==> config.mk <==
export PLATFORM = sky130hd
export DESIGN_NAME = tpo_panel_ctrl
export DESIGN_NICKNAME = d
export VERILOG_FILES = /design/src/core/tpo_pkg.sv /design/src/core/tpo_panel_ctrl.sv
export SDC_FILE = /design/constraint.sdc
export NUM_CORES = 1
export LEC_CHECK = 0
export BUFFER_PORTS_ARGS = -buffer_cell sky130_fd_sc_hd__buf_2
export CORE_AREA = 2 2 124 126
export DETAILED_ROUTE_END_ITERATION = 12
export DIE_AREA = 0 0 126 128
export PLACE_DENSITY = 0.76
export REMOVE_ABC_BUFFERS = 1
export SETUP_SLACK_MARGIN = 0.05
export SYNTH_ARGS = -nofsm -noshare
export SYNTH_HDL_FRONTEND = slang
export SYNTH_SLANG_ARGS = --single-unit
==> constraint.sdc <==
create_clock -name pclk -period 3.9 [get_ports pclk]
set_input_delay 0.39 -clock pclk [delete_from_list [all_inputs] [get_ports pclk]]
set_output_delay 0.39 -clock pclk [all_outputs]
set_load 0.05 [all_outputs]
==> src/core/tpo_pkg.sv <==
// Constants, types and register map of the TFT panel output controller.
package tpo_pkg;

	localparam logic [7:0] PIN_FUNC_IDX  = 8'h0F;
	localparam logic [7:0] WIN_CTRL_IDX  = 8'h10;
	localparam logic [7:0] OVL_DEPTH_IDX = 8'h11;
	localparam logic [7:0] DISP_CFG_IDX  = 8'h12;
	localparam logic [7:0] POL_IDLE_IDX  = 8'h13;
	localparam logic [7:0] STATUS_IDX    = 8'h30;

	localparam logic [7:0] PIN_FUNC_RST  = 8'h00;
	localparam logic [7:0] WIN_CTRL_RST  = 8'h04;
	localparam logic [7:0] OVL_DEPTH_RST = 8'h05;
	localparam logic [7:0] DISP_CFG_RST  = 8'h00;
	localparam logic [7:0] POL_IDLE_RST  = 8'h03;
	localparam logic [7:0] WIN_CTRL_MASK = 8'hDF;
	localparam logic [7:0] OVL_DEPTH_MASK = 8'h0F;

	localparam int WC_FIRST_EN   = 7;
	localparam int WC_SECOND_EN  = 6;
	localparam int WC_OVL_SEL    = 4;
	localparam int WC_DEPTH_HI   = 3;
	localparam int WC_DE_MODE    = 0;
	localparam int OD_FIRST_HI   = 3;
	localparam int OD_SECOND_HI  = 1;
	localparam int DC_CLK_INV    = 7;
	localparam int DC_DISP_ON    = 6;
	localparam int DC_COLOR_BAR  = 5;
	localparam int DC_SCAN_DIR   = 3;
	localparam int DC_ORDER_HI   = 2;
	localparam int PI_HS_POL     = 7;
	localparam int PI_VS_POL     = 6;
	localparam int PI_DE_POL     = 5;
	localparam int PI_DE_IDLE    = 4;
	localparam int PI_CLK_IDLE   = 3;
	localparam int PI_DATA_IDLE  = 2;
	localparam int PI_HS_IDLE    = 1;
	localparam int PI_VS_IDLE    = 0;

	localparam int X_W = 6;
	localparam int Y_W = 4;
	localparam logic [X_W-1:0] H_ACT = 6'h3F;
	localparam logic [X_W-1:0] H_FP  = 6'h03;
	localparam logic [X_W-1:0] H_SW  = 6'h03;
	localparam logic [X_W-1:0] H_BP  = 6'h03;
	localparam logic [Y_W-1:0] V_ACT = 4'hB;
	localparam logic [Y_W-1:0] V_SYNC_FIRST = 4'hC;
	localparam logic [Y_W-1:0] V_SYNC_LAST  = 4'hD;
	localparam logic [Y_W-1:0] V_LAST       = 4'hE;

	typedef enum logic [1:0] {
		TPO_BPP8  = 2'h0,
		TPO_BPP16 = 2'h1,
		TPO_BPP24 = 2'h2
	} tpo_bpp_t;

	typedef enum logic [3:0] {
		H_ACTIVE = 4'h1,
		H_FRONT  = 4'h2,
		H_SYNC   = 4'h4,
		H_BACK   = 4'h8
	} tpo_hstate_t;

	typedef struct packed {
		logic [7:0] r;
		logic [7:0] g;
		logic [7:0] b;
	} tpo_rgb_t;

	typedef struct packed {
		logic        pclk;
		logic        hsync;
		logic        vsync;
		logic        data_valid;
		logic [23:0] pixel_bus;
	} tpo_panel_t;

endpackage : tpo_pkg

==> src/core/tpo_panel_ctrl.sv <==
// Register file, timing generator and pixel output stage for a TFT panel.
`timescale 1ns/1ps
module tpo_panel_ctrl
	import tpo_pkg::*;
(
	input  wire logic           pclk,
	input  wire logic           presetn,
	input  wire logic           psel,
	input  wire logic           penable,
	input  wire logic           pwrite,
	input  wire logic [11:0]    paddr,
	input  wire logic [31:0]    pwdata,
	output logic      [31:0]    prdata,
	output logic                pready,
	output logic                pslverr,
	input  wire logic           link_clk,
	input  wire logic           power_save,
	input  wire tpo_rgb_t       main_pixel,
	input  wire tpo_rgb_t       first_overlay_pixel,
	input  wire logic           first_overlay_hit,
	input  wire tpo_rgb_t       second_overlay_pixel,
	input  wire logic           second_overlay_hit,
	output tpo_panel_t          panel,
	output logic [X_W-1:0]      pixel_x,
	output logic [Y_W-1:0]      scan_line,
	output logic                overlay_param_sel,
	output tpo_bpp_t            main_bpp,
	output tpo_bpp_t            first_overlay_bpp,
	output tpo_bpp_t            second_overlay_bpp,
	output logic                cursor_enable,
	output logic [7:0]          panel_pin_alt
);

	logic [7:0]  panel_pin_function_select;
	logic [7:0]  window_control;
	logic [7:0]  overlay_color_depth;
	logic [7:0]  display_configuration;
	logic [7:0]  panel_polarity_idle;
	logic [7:0]  status_word;
	logic [7:0]  read_mux;
	logic        frame_toggle;

	// Bus decode; the register index sits above the byte lane bits.
	wire  [7:0]  reg_idx   = paddr[9:2];
	wire         in_range  = (paddr[11:10] == 2'h0) && (paddr[1:0] == 2'h0);
	wire         hit_pin   = in_range && (reg_idx == PIN_FUNC_IDX);
	wire         hit_win   = in_range && (reg_idx == WIN_CTRL_IDX);
	wire         hit_ovl   = in_range && (reg_idx == OVL_DEPTH_IDX);
	wire         hit_disp  = in_range && (reg_idx == DISP_CFG_IDX);
	wire         hit_pol   = in_range && (reg_idx == POL_IDLE_IDX);
	wire         hit_stat  = in_range && (reg_idx == STATUS_IDX);
	wire         hit_any   = hit_pin | hit_win | hit_ovl | hit_disp | hit_pol | hit_stat;
	wire         setup     = psel && !penable;
	wire         wr_access = psel && penable && pwrite;

	// Zero wait states: read data is captured during setup.
	assign pready  = 1'b1;
	assign pslverr = psel && penable && !hit_any;

	assign read_mux = hit_pin  ? panel_pin_function_select :
	                  hit_win  ? window_control :
	                  hit_ovl  ? overlay_color_depth :
	                  hit_disp ? display_configuration :
	                  hit_pol  ? panel_polarity_idle :
	                  hit_stat ? status_word : 8'h00;

	always_ff @(posedge pclk or negedge presetn) begin
		if (!presetn) begin
			prdata <= 32'h00000000;
		end else if (setup && !pwrite) begin
			prdata <= {24'h000000, read_mux};
		end
	end

	always_ff @(posedge pclk or negedge presetn) begin
		if (!presetn) begin
			panel_pin_function_select <= PIN_FUNC_RST;
			window_control            <= WIN_CTRL_RST;
			overlay_color_depth       <= OVL_DEPTH_RST;
			display_configuration     <= DISP_CFG_RST;
			panel_polarity_idle       <= POL_IDLE_RST;
		end else if (wr_access) begin
			if (hit_pin)
				panel_pin_function_select <= pwdata[7:0];
			if (hit_win)
				window_control <= pwdata[7:0] & WIN_CTRL_MASK;
			if (hit_ovl)
				overlay_color_depth <= pwdata[7:0] & OVL_DEPTH_MASK;
			if (hit_disp)
				display_configuration <= pwdata[7:0];
			if (hit_pol)
				panel_polarity_idle <= pwdata[7:0];
		end
	end

	// Depth decode: the upper bit set means 24bpp whatever the lower bit.
	function automatic tpo_bpp_t decode_bpp(input logic [1:0] code);
		tpo_bpp_t res;
		res = code[1] ? TPO_BPP24 : (code[0] ? TPO_BPP16 : TPO_BPP8);
		return res;
	endfunction : decode_bpp

	wire [1:0] main_code   = window_control[WC_DEPTH_HI -: 2];
	wire [1:0] first_code  = overlay_color_depth[OD_FIRST_HI -: 2];
	wire [1:0] second_code = overlay_color_depth[OD_SECOND_HI -: 2];
	assign main_bpp           = decode_bpp(main_code);
	assign first_overlay_bpp  = decode_bpp(first_code);
	assign second_overlay_bpp = decode_bpp(second_code);
	assign overlay_param_sel  = window_control[WC_OVL_SEL];

	// Pins shared with other functions are only released below 24bpp.
	assign panel_pin_alt = (main_bpp == TPO_BPP24) ? 8'h00 : panel_pin_function_select;

	wire scan_up    = display_configuration[DC_SCAN_DIR];
	wire ovl_allow  = !scan_up;
	wire first_on   = window_control[WC_FIRST_EN] && ovl_allow && first_overlay_hit;
	wire second_on  = window_control[WC_SECOND_EN] && ovl_allow && second_overlay_hit;
	assign cursor_enable = ovl_allow;

	// Link clock crossing; the first stage feeds only the second, the second and third feed the logic.
	logic lk_meta;
	logic lk_sync;
	logic lk_prev;
	always_ff @(posedge pclk or negedge presetn) begin
		if (!presetn) begin
			lk_meta <= 1'b0;
			lk_sync <= 1'b0;
			lk_prev <= 1'b0;
		end else begin
			lk_meta <= link_clk;
			lk_sync <= lk_meta;
			lk_prev <= lk_sync;
		end
	end

	wire lk_rise  = lk_sync && !lk_prev;
	wire lk_fall  = !lk_sync && lk_prev;
	wire clk_inv  = display_configuration[DC_CLK_INV];
	// Launch on the edge opposite the one the panel samples on.
	wire launch   = clk_inv ? lk_rise : lk_fall;
	wire running  = display_configuration[DC_DISP_ON] && !power_save;

	// Horizontal timing state machine.
	tpo_hstate_t      hstate;
	tpo_hstate_t      next_hstate;
	logic [X_W-1:0]   hcnt;
	logic [X_W-1:0]   next_hcnt;
	logic [Y_W-1:0]   vcnt;
	logic             line_end;

	always_comb begin
		next_hstate = hstate;
		next_hcnt   = hcnt + 6'h01;
		line_end    = 1'b0;
		case (hstate)
			H_ACTIVE: begin
				if (hcnt == H_ACT) begin
					next_hstate = H_FRONT;
					next_hcnt   = 6'h00;
				end
			end
			H_FRONT: begin
				if (hcnt == H_FP) begin
					next_hstate = H_SYNC;
					next_hcnt   = 6'h00;
				end
			end
			H_SYNC: begin
				if (hcnt == H_SW) begin
					next_hstate = H_BACK;
					next_hcnt   = 6'h00;
				end
			end
			H_BACK: begin
				if (hcnt == H_BP) begin
					next_hstate = H_ACTIVE;
					next_hcnt   = 6'h00;
					line_end    = 1'b1;
				end
			end
			default: begin
				next_hstate = H_ACTIVE;
				next_hcnt   = 6'h00;
			end
		endcase
	end

	always_ff @(posedge pclk or negedge presetn) begin
		if (!presetn) begin
			hstate <= H_ACTIVE;
			hcnt   <= 6'h00;
		end else if (!running) begin
			hstate <= H_ACTIVE;
			hcnt   <= 6'h00;
		end else if (launch) begin
			hstate <= next_hstate;
			hcnt   <= next_hcnt;
		end
	end

	always_ff @(posedge pclk or negedge presetn) begin
		if (!presetn) begin
			vcnt         <= 4'h0;
			frame_toggle <= 1'b0;
		end else if (!running) begin
			vcnt <= 4'h0;
		end else if (launch && line_end) begin
			if (vcnt == V_LAST) begin
				vcnt         <= 4'h0;
				frame_toggle <= !frame_toggle;
			end else begin
				vcnt <= vcnt + 4'h1;
			end
		end
	end

	wire v_active  = vcnt <= V_ACT;
	wire v_sync    = (vcnt >= V_SYNC_FIRST) && (vcnt <= V_SYNC_LAST);
	wire h_active  = hstate == H_ACTIVE;
	wire h_sync    = hstate == H_SYNC;
	wire active    = h_active && v_active;

	// Bottom-up scan walks the lines in reverse for the fetch side.
	wire [Y_W-1:0] line_idx = scan_up ? (V_ACT - vcnt) : vcnt;

	// Composition: first overlay wins over second, second over main.
	wire tpo_rgb_t layered = first_on  ? first_overlay_pixel :
	                         second_on ? second_overlay_pixel : main_pixel;

	// Eight vertical bars cycling through black, the primary and secondary colours and white.
	wire [2:0] bar_idx = hcnt[X_W-1 -: 3];
	wire tpo_rgb_t bar_pixel = '{r: {8{bar_idx[2]}}, g: {8{bar_idx[1]}}, b: {8{bar_idx[0]}}};
	wire tpo_rgb_t src = display_configuration[DC_COLOR_BAR] ? bar_pixel : layered;

	wire [9:0] grey_sum = {2'h0, src.r} + {1'h0, src.g, 1'h0} + {2'h0, src.b};
	wire [7:0] grey     = grey_sum[9:2];
	wire [23:0] idle_fill = {24{panel_polarity_idle[PI_DATA_IDLE]}};
	logic [23:0] ordered;

	// With code 111b software is expected to have set the data idle level.
	always_comb begin
		case (display_configuration[DC_ORDER_HI -: 3])
			3'h0: ordered = {src.r, src.g, src.b};
			3'h1: ordered = {src.r, src.b, src.g};
			3'h2: ordered = {src.g, src.r, src.b};
			3'h3: ordered = {src.g, src.b, src.r};
			3'h4: ordered = {src.b, src.r, src.g};
			3'h5: ordered = {src.b, src.g, src.r};
			3'h6: ordered = {grey, grey, grey};
			default: ordered = idle_fill;
		endcase
	end

	wire de_mode  = window_control[WC_DE_MODE];
	wire hs_level = de_mode ? panel_polarity_idle[PI_HS_IDLE]
	                        : !(h_sync ^ panel_polarity_idle[PI_HS_POL]);
	wire vs_level = de_mode ? panel_polarity_idle[PI_VS_IDLE]
	                        : !(v_sync ^ panel_polarity_idle[PI_VS_POL]);
	wire de_level = active ^ panel_polarity_idle[PI_DE_POL];

	// The outgoing clock lags one more cycle so data changes near its far edge.
	tpo_panel_t next_panel;
	always_comb begin
		if (running) begin
			next_panel.pclk       = lk_prev;
			next_panel.hsync      = hs_level;
			next_panel.vsync      = vs_level;
			next_panel.data_valid = de_level;
			next_panel.pixel_bus  = active ? ordered : idle_fill;
		end else begin
			next_panel.pclk       = panel_polarity_idle[PI_CLK_IDLE];
			next_panel.hsync      = panel_polarity_idle[PI_HS_IDLE];
			next_panel.vsync      = panel_polarity_idle[PI_VS_IDLE];
			next_panel.data_valid = panel_polarity_idle[PI_DE_IDLE];
			next_panel.pixel_bus  = idle_fill;
		end
	end

	always_ff @(posedge pclk or negedge presetn) begin
		if (!presetn) begin
			panel.pclk       <= 1'b0;
			panel.hsync      <= 1'b1;
			panel.vsync      <= 1'b1;
			panel.data_valid <= 1'b0;
			panel.pixel_bus  <= 24'h000000;
		end else begin
			panel.pclk <= next_panel.pclk;
			if (launch || !running) begin
				panel.hsync      <= next_panel.hsync;
				panel.vsync      <= next_panel.vsync;
				panel.data_valid <= next_panel.data_valid;
				panel.pixel_bus  <= next_panel.pixel_bus;
			end
		end
	end

	always_ff @(posedge pclk or negedge presetn) begin
		if (!presetn) begin
			pixel_x   <= 6'h00;
			scan_line <= 4'h0;
		end else begin
			pixel_x   <= hcnt;
			scan_line <= line_idx;
		end
	end

	assign status_word = {4'h0, frame_toggle, v_active, h_active, running};

endmodule : tpo_panel_ctrl

; ---- After elaboration in Yosys (flattened, before gate mapping)
; Index checks and enable logic that the tools add are counted.
[word_totals]
register_bits = 99
word_cells = 147
[classes]
n_eq_ne = 26
reduce_logical = 45
bitwise = 8
n_mux = 40
add_sub_neg = 5
magnitude_cmp = 3
[ops]
columns = operator, count
row1 = one-hot mux 24 bit (7 select lines), 1
row2 = two-way mux 24 bit, 4
row3 = two-way mux 8 bit, 6
row4 = two-way mux 4 bit, 11
row5 = == test 8 x 5 -> 1 bit (second input constant), 4
row6 = two-way mux 28 bit, 1
row7 = two-way mux 6 bit, 4
row8 = logical AND 1 bit, 22
row9 = one-hot mux 4 bit (4 select lines), 1
row10 = one-hot mux 6 bit (2 select lines), 1
row11 = logical NOT 1 bit, 11
row12 = adder 10 x 8 -> 10 bit, 1
row13 = adder 8 x 9 -> 10 bit, 1
row14 = AND reduction 2 bit, 5
row15 = == test 3 bit (second input constant), 3
row16 = == test 4 bit (second input constant), 2
row17 = == test 8 x 4 -> 1 bit (second input constant), 1
row18 = == test 8 x 6 -> 1 bit (second input constant), 1
row19 = <= comparator 4 bit (second input constant), 2
row20 = two-way mux 1 bit, 8
row21 = adder 6 x 1 -> 6 bit (second input constant), 1
row22 = == test 3 x 2 -> 1 bit (second input constant), 2
row23 = == test 6 x 2 -> 1 bit (second input constant), 1
row24 = == test 6 bit (second input constant), 1
row25 = other kinds (21), 32

; ---- Logic depth before layout (Yosys ltp)
[depth]
depth_word = 11
ltp_mapped = 18
mapped_depth_nobuf = 16

; ---- Worst setup path after synthesis
; Ideal clock, no wire load.
[synth_path]
kind = input to register
startpoint = input port second_overlay_hit
endpoint = register panel[22] in the netlist's numbering
slack_ps = -107
setup_time_ps = 138
arrival_ps = 3868
required_time_ps = 3762
stages = 17
path_buffers = 2
path_cell_list = buf_2 nand3b_1 buf_2 nand2_1 and3_1 o31ai_1 inv_1 fa_1 inv_1 ha_1 a21oi_1 o21a_1 o21ai_0 mux2i_1 a22o_1 o21ai_1 o211ai_1
[synth_between]
elab_chain_len = 9
[synth_rtl]
columns = item, line
row1 = "start, declared", tpo_panel_ctrl.sv:22  ; input wire logic second_overlay_hit,
row2 = logical AND 1 bit *, tpo_panel_ctrl.sv:117  ; wire second_on = window_control[WC_SECOND_EN] && ovl_allow && second_overlay_hit;
row3 = two-way mux 24 bit *, tpo_panel_ctrl.sv:228  ; second_on ? second_overlay_pixel : main_pixel;
row4 = two-way mux 24 bit *, tpo_panel_ctrl.sv:227  ; wire tpo_rgb_t layered = first_on ? first_overlay_pixel :
row5 = two-way mux 24 bit *, tpo_panel_ctrl.sv:233  ; wire tpo_rgb_t src = display_configuration[DC_COLOR_BAR] ? bar_pixel : layered;
row6 = adder 8 x 9 -> 10 bit, tpo_panel_ctrl.sv:235  ; wire [9:0] grey_sum = {2'h0, src.r} + {1'h0, src.g, 1'h0} + {2'h0, src.b};
row7 = adder 10 x 8 -> 10 bit, tpo_panel_ctrl.sv:235
row8 = one-hot mux 24 bit (7 select lines) *, tpo_panel_ctrl.sv:242  ; case (display_configuration[DC_ORDER_HI -: 3])
row9 = two-way mux 24 bit *, tpo_panel_ctrl.sv:269  ; next_panel.pixel_bus = active ? ordered : idle_fill;
row10 = two-way mux 28 bit *, tpo_panel_ctrl.sv:264  ; if (running) begin
row11 = "end, declared", tpo_panel_ctrl.sv:23  ; output tpo_panel_t panel,
; Mark *: on every way between the ends. The rest lies on a longest branch, timed or not.
; A chain may end at the register's enable or synchronous reset.

; ---- Final worst setup path
[layout_path]
startpoint = register window_control[7]
endpoint = register panel[3] in the netlist's numbering
[layout_between]
elab_chain_len = 9
[layout_rtl]
columns = item, line
row1 = "start, declared", tpo_panel_ctrl.sv:35  ; logic [7:0] window_control;
row2 = "start signal, assigned", tpo_panel_ctrl.sv:86  ; window_control <= pwdata[7:0] & WIN_CTRL_MASK;
row3 = logical AND 1 bit * (2 in series), tpo_panel_ctrl.sv:116  ; wire first_on = window_control[WC_FIRST_EN] && ovl_allow && first_overlay_hit;
row4 = two-way mux 24 bit *, tpo_panel_ctrl.sv:227
row5 = two-way mux 24 bit *, tpo_panel_ctrl.sv:233
row6 = adder 8 x 9 -> 10 bit, tpo_panel_ctrl.sv:235
row7 = adder 10 x 8 -> 10 bit, tpo_panel_ctrl.sv:235
row8 = one-hot mux 24 bit (7 select lines) *, tpo_panel_ctrl.sv:242
row9 = two-way mux 24 bit *, tpo_panel_ctrl.sv:269
row10 = two-way mux 28 bit *, tpo_panel_ctrl.sv:264
; Marks and branches as above.

==> results.ini <==
[sta]
post-route-period-util_pct=94.70
max_slew.worst_pin.slew_ns=0.7764
hold_slack_ns=0.05509
min_period_ns=3.693
maxSlewHeadroom_pct=48.24
rsz0062_at_grt=yes
fmax_mhz=270.8
skew_ns=0.01153
hold_viol=0
setup_ws_ns=0.2069
finalSetupViolCount=0
slew_violations=0

[routing]
first_pass_iters=5
avgRoutedWirePerCell_um=18.22
drtIter0Drc=609
vias=6914
drc=0
ant_nets=0
vias_per_cell=5.864
drt-total-wl_um=21490

[pwr]
p_total_uw=2384
seq_power_share_pct=43.6
p_switching_uw=701.2
p_clk_share_pct=36.7
swShare_pct=29.41
p_per_area_mw_per_mm2=274.6
irDropWorstVdd_mv=0.2481
p_int_uw=1683
combPwrFrac_pct=19.8
p_leak_uw=0.004262

[flow_run]
drv_cap=0

[place]
io_buffers=163
place_ws_ns=-0.03739
dp_hpwl_um=16310
dp_cells=1150
routabilityCongestion=0.9862

[critical_path]
cpPeakStageDelay_ns=0.47
cp.depth=17
cp-start-kind=register
cp.buffers_inverters=4
crit_fanout=5
cp_top_family=compound AO/OA/AOI/OAI gates
worstPathRequired_ns=4.19
cp_slowest_cell=fa_1
setup.worst_path.class=reg2reg
worstPathCellList=nand3b_1, buf_4, buf_6, clkbuf_16, nor2_1, a311o_1, and2_1, fa_1, buf_4, fa_2, nor2b_4, o21ai_0, a21oi_1, a21o_1, a311oi_2, a21oi_1, a21o_1
arrival_ns=3.99
crit_path_end_kind=register
r2r.worst_path.cells=17

[clock_network]
cts_tree=yes
clockBufferDepth=2
cts_root_buf=clkbuf_16
ctsHtreeMaxLevel=3
numCtsBuffers=9
ctsHoldBuffers=0
insertion_delay_ns=0.36
path_clk_slew_ns=0.07
cts.sinks=99

[grt]
grt_max_degree=54
grt.total_usage_pct=26.19
grt_pass1_vias=6610
antenna_found_initial=0
grt_pass1_wl_um=33780
overflow=0

[logic_synthesis]
synthArstFlopShare_pct=100.0
syn_avg_cell_area_um2=8.651
yosysSeqAreaShare_pct=36.26
ys_top_cells_by_area=dfrtp_1 33%, nand2_1 4.7%, mux2_2 4.4%
synthFlopType=dfrtp_1
yosys.area.top_type_share_pct=33.19
yosysUniqueCellTypes=78
synth_area_mm2=0.006860
synth_edf_count=0
ys_warn_count=0
synth-seq-cells=99
yosys.area.top_type=dfrtp_1
yosysMostFrequentCell=dfrtp_1
netlist_instances=793
synth_common_cells=91 x dfrtp_1, 86 x nand2_1, 73 x nor2_1, 54 x a21oi_1, 38 x clkbuf_1

[cells_and_area]
syn2layout_area_growth_pct=26.59
finalNonFillerCells=1179
drive_gt1_share_pct=34.31
diodes=0
fill_cells=1321
layout.area.seq_mm2=0.002490
final_net_count=1128
multi_input_area_mm2=0.004066

[floorplanning]
coreArea_mm2=0.01486
die_y_um=128
start_util_pct=46.15
dieArea_mm2=0.01613
boundaryPins=213
die_x_um=126
rows=45

[worst_hold_path]
min_path_type=in2async

[run_status]
status=finished clean

## cells in the final DEF (no fill, tap or decap), drive strengths merged, types with 14 or more instances in the layout
master | Yosys | routed
nand3 | 14 | 14
inv | 29 | 31
nor3 | 15 | 15
buf | 44 | 239
conb | 2 | 25
dfrtp | 91 | 91
nand2 | 86 | 86
a21oi | 55 | 55
nor2 | 75 | 75
mux2 | 33 | 33
a211oi | 18 | 18
o21ai | 47 | 47
nor2b | 19 | 19
## area by class of cell
class                           count  share of cell area (%)
Clock buffer                       10                   2.752
Clock inverter                      6                  0.6771
Inverter                           29                   1.253
Multi-Input combinational cell    606                   46.82
Sequential cell                    99                   28.67
Tap cell                          188                   2.709
Timing Repair Buffer              241                   17.12
## cell families after synthesis
group	after synthesis	synth area share (%)
simple gates	288	21.39
compound gates	223	21.74
flops	99	36.26
other cells	2	0.1095
fa+ha+maj	18	4.122
mux	41	6.949
buf+inv	111	8.025
xor+xnor	11	1.404
## per-stage QoR
step                      TNS [ns]  util (%)  instance area, um^2
after detailed placement  -0.09105     54.32                 8074
after CTS                        0     56.49                 8397
final                            0     58.43                 8685
after global placement           0     54.32                 8074
after floorplan             -5.087         -                 6505
after global routing             0     58.43                 8685
## worst register-to-register path, delay by kind of cell, from the launching register on
| kind | cells | cell delay (ns) |
|---|---|---|
| and+or+nand+nor | 4 | 0.51 |
| buffers and inverters | 4 | 0.57 |
| adders and majority gates | 2 | 0.88 |
| DFF | 1 | 0.44 |
| AOI/OAI and AO/OA | 7 | 1.24 |
## layer usage
metal  GRT usage (%)  up-vias  part of all wire (%)
li1                -     3204                     -
met1           32.17     3340                    40
met2           44.62      306                    50
met3           6.344       64                   7.0
met4           10.28        0                   3.1
met5               0        -                     0
## path summary, 6_finish.rpt
| kind | from | to | slack (ns) |
|---|---|---|---|
| max | window_control[7] | panel[3] | 0.21 |
| min | presetn | panel[12] | 0.06 |
| max reg2reg | window_control[7] | panel[3] | 0.21 |
| min reg2reg | lk_meta | lk_sync | 0.35 |
| max in group asynchronous | presetn | overlay_color_depth[0] | 2.99 |
| min in group pclk | link_clk | lk_meta | 0.14 |
## registers in the layout, indices dropped and copies added (netlist names), 4 cells and up
signal and flops:
display_configuration 8, vcnt 4, window_control 7, scan_line 4, panel_polarity_idle 8, hcnt 6, panel 28, panel_pin_function_select 8
pixel_x 6, overlay_color_depth 4, hstate 4, prdata 8
## what timing repair did
item	in CTS	in global routing
endpoints found under the setup margin	11	18
gates resized for setup	6	39
pin swaps	0	16
buffers inserted	0	10
gates cloned	0	3
## power groups by stage
stage / Sequential, uW / Combinational, uW / Clock, uW
finish: 1040 / 471 / 874
global route: 1040 / 514 / 928
CTS: 1040 / 440 / 895
detailed placement: 1060 / 434 / 0
global placement: 1060 / 430 / 0
floorplan: 1080 / 227 / 0
(Power assumes the default switching activity.)
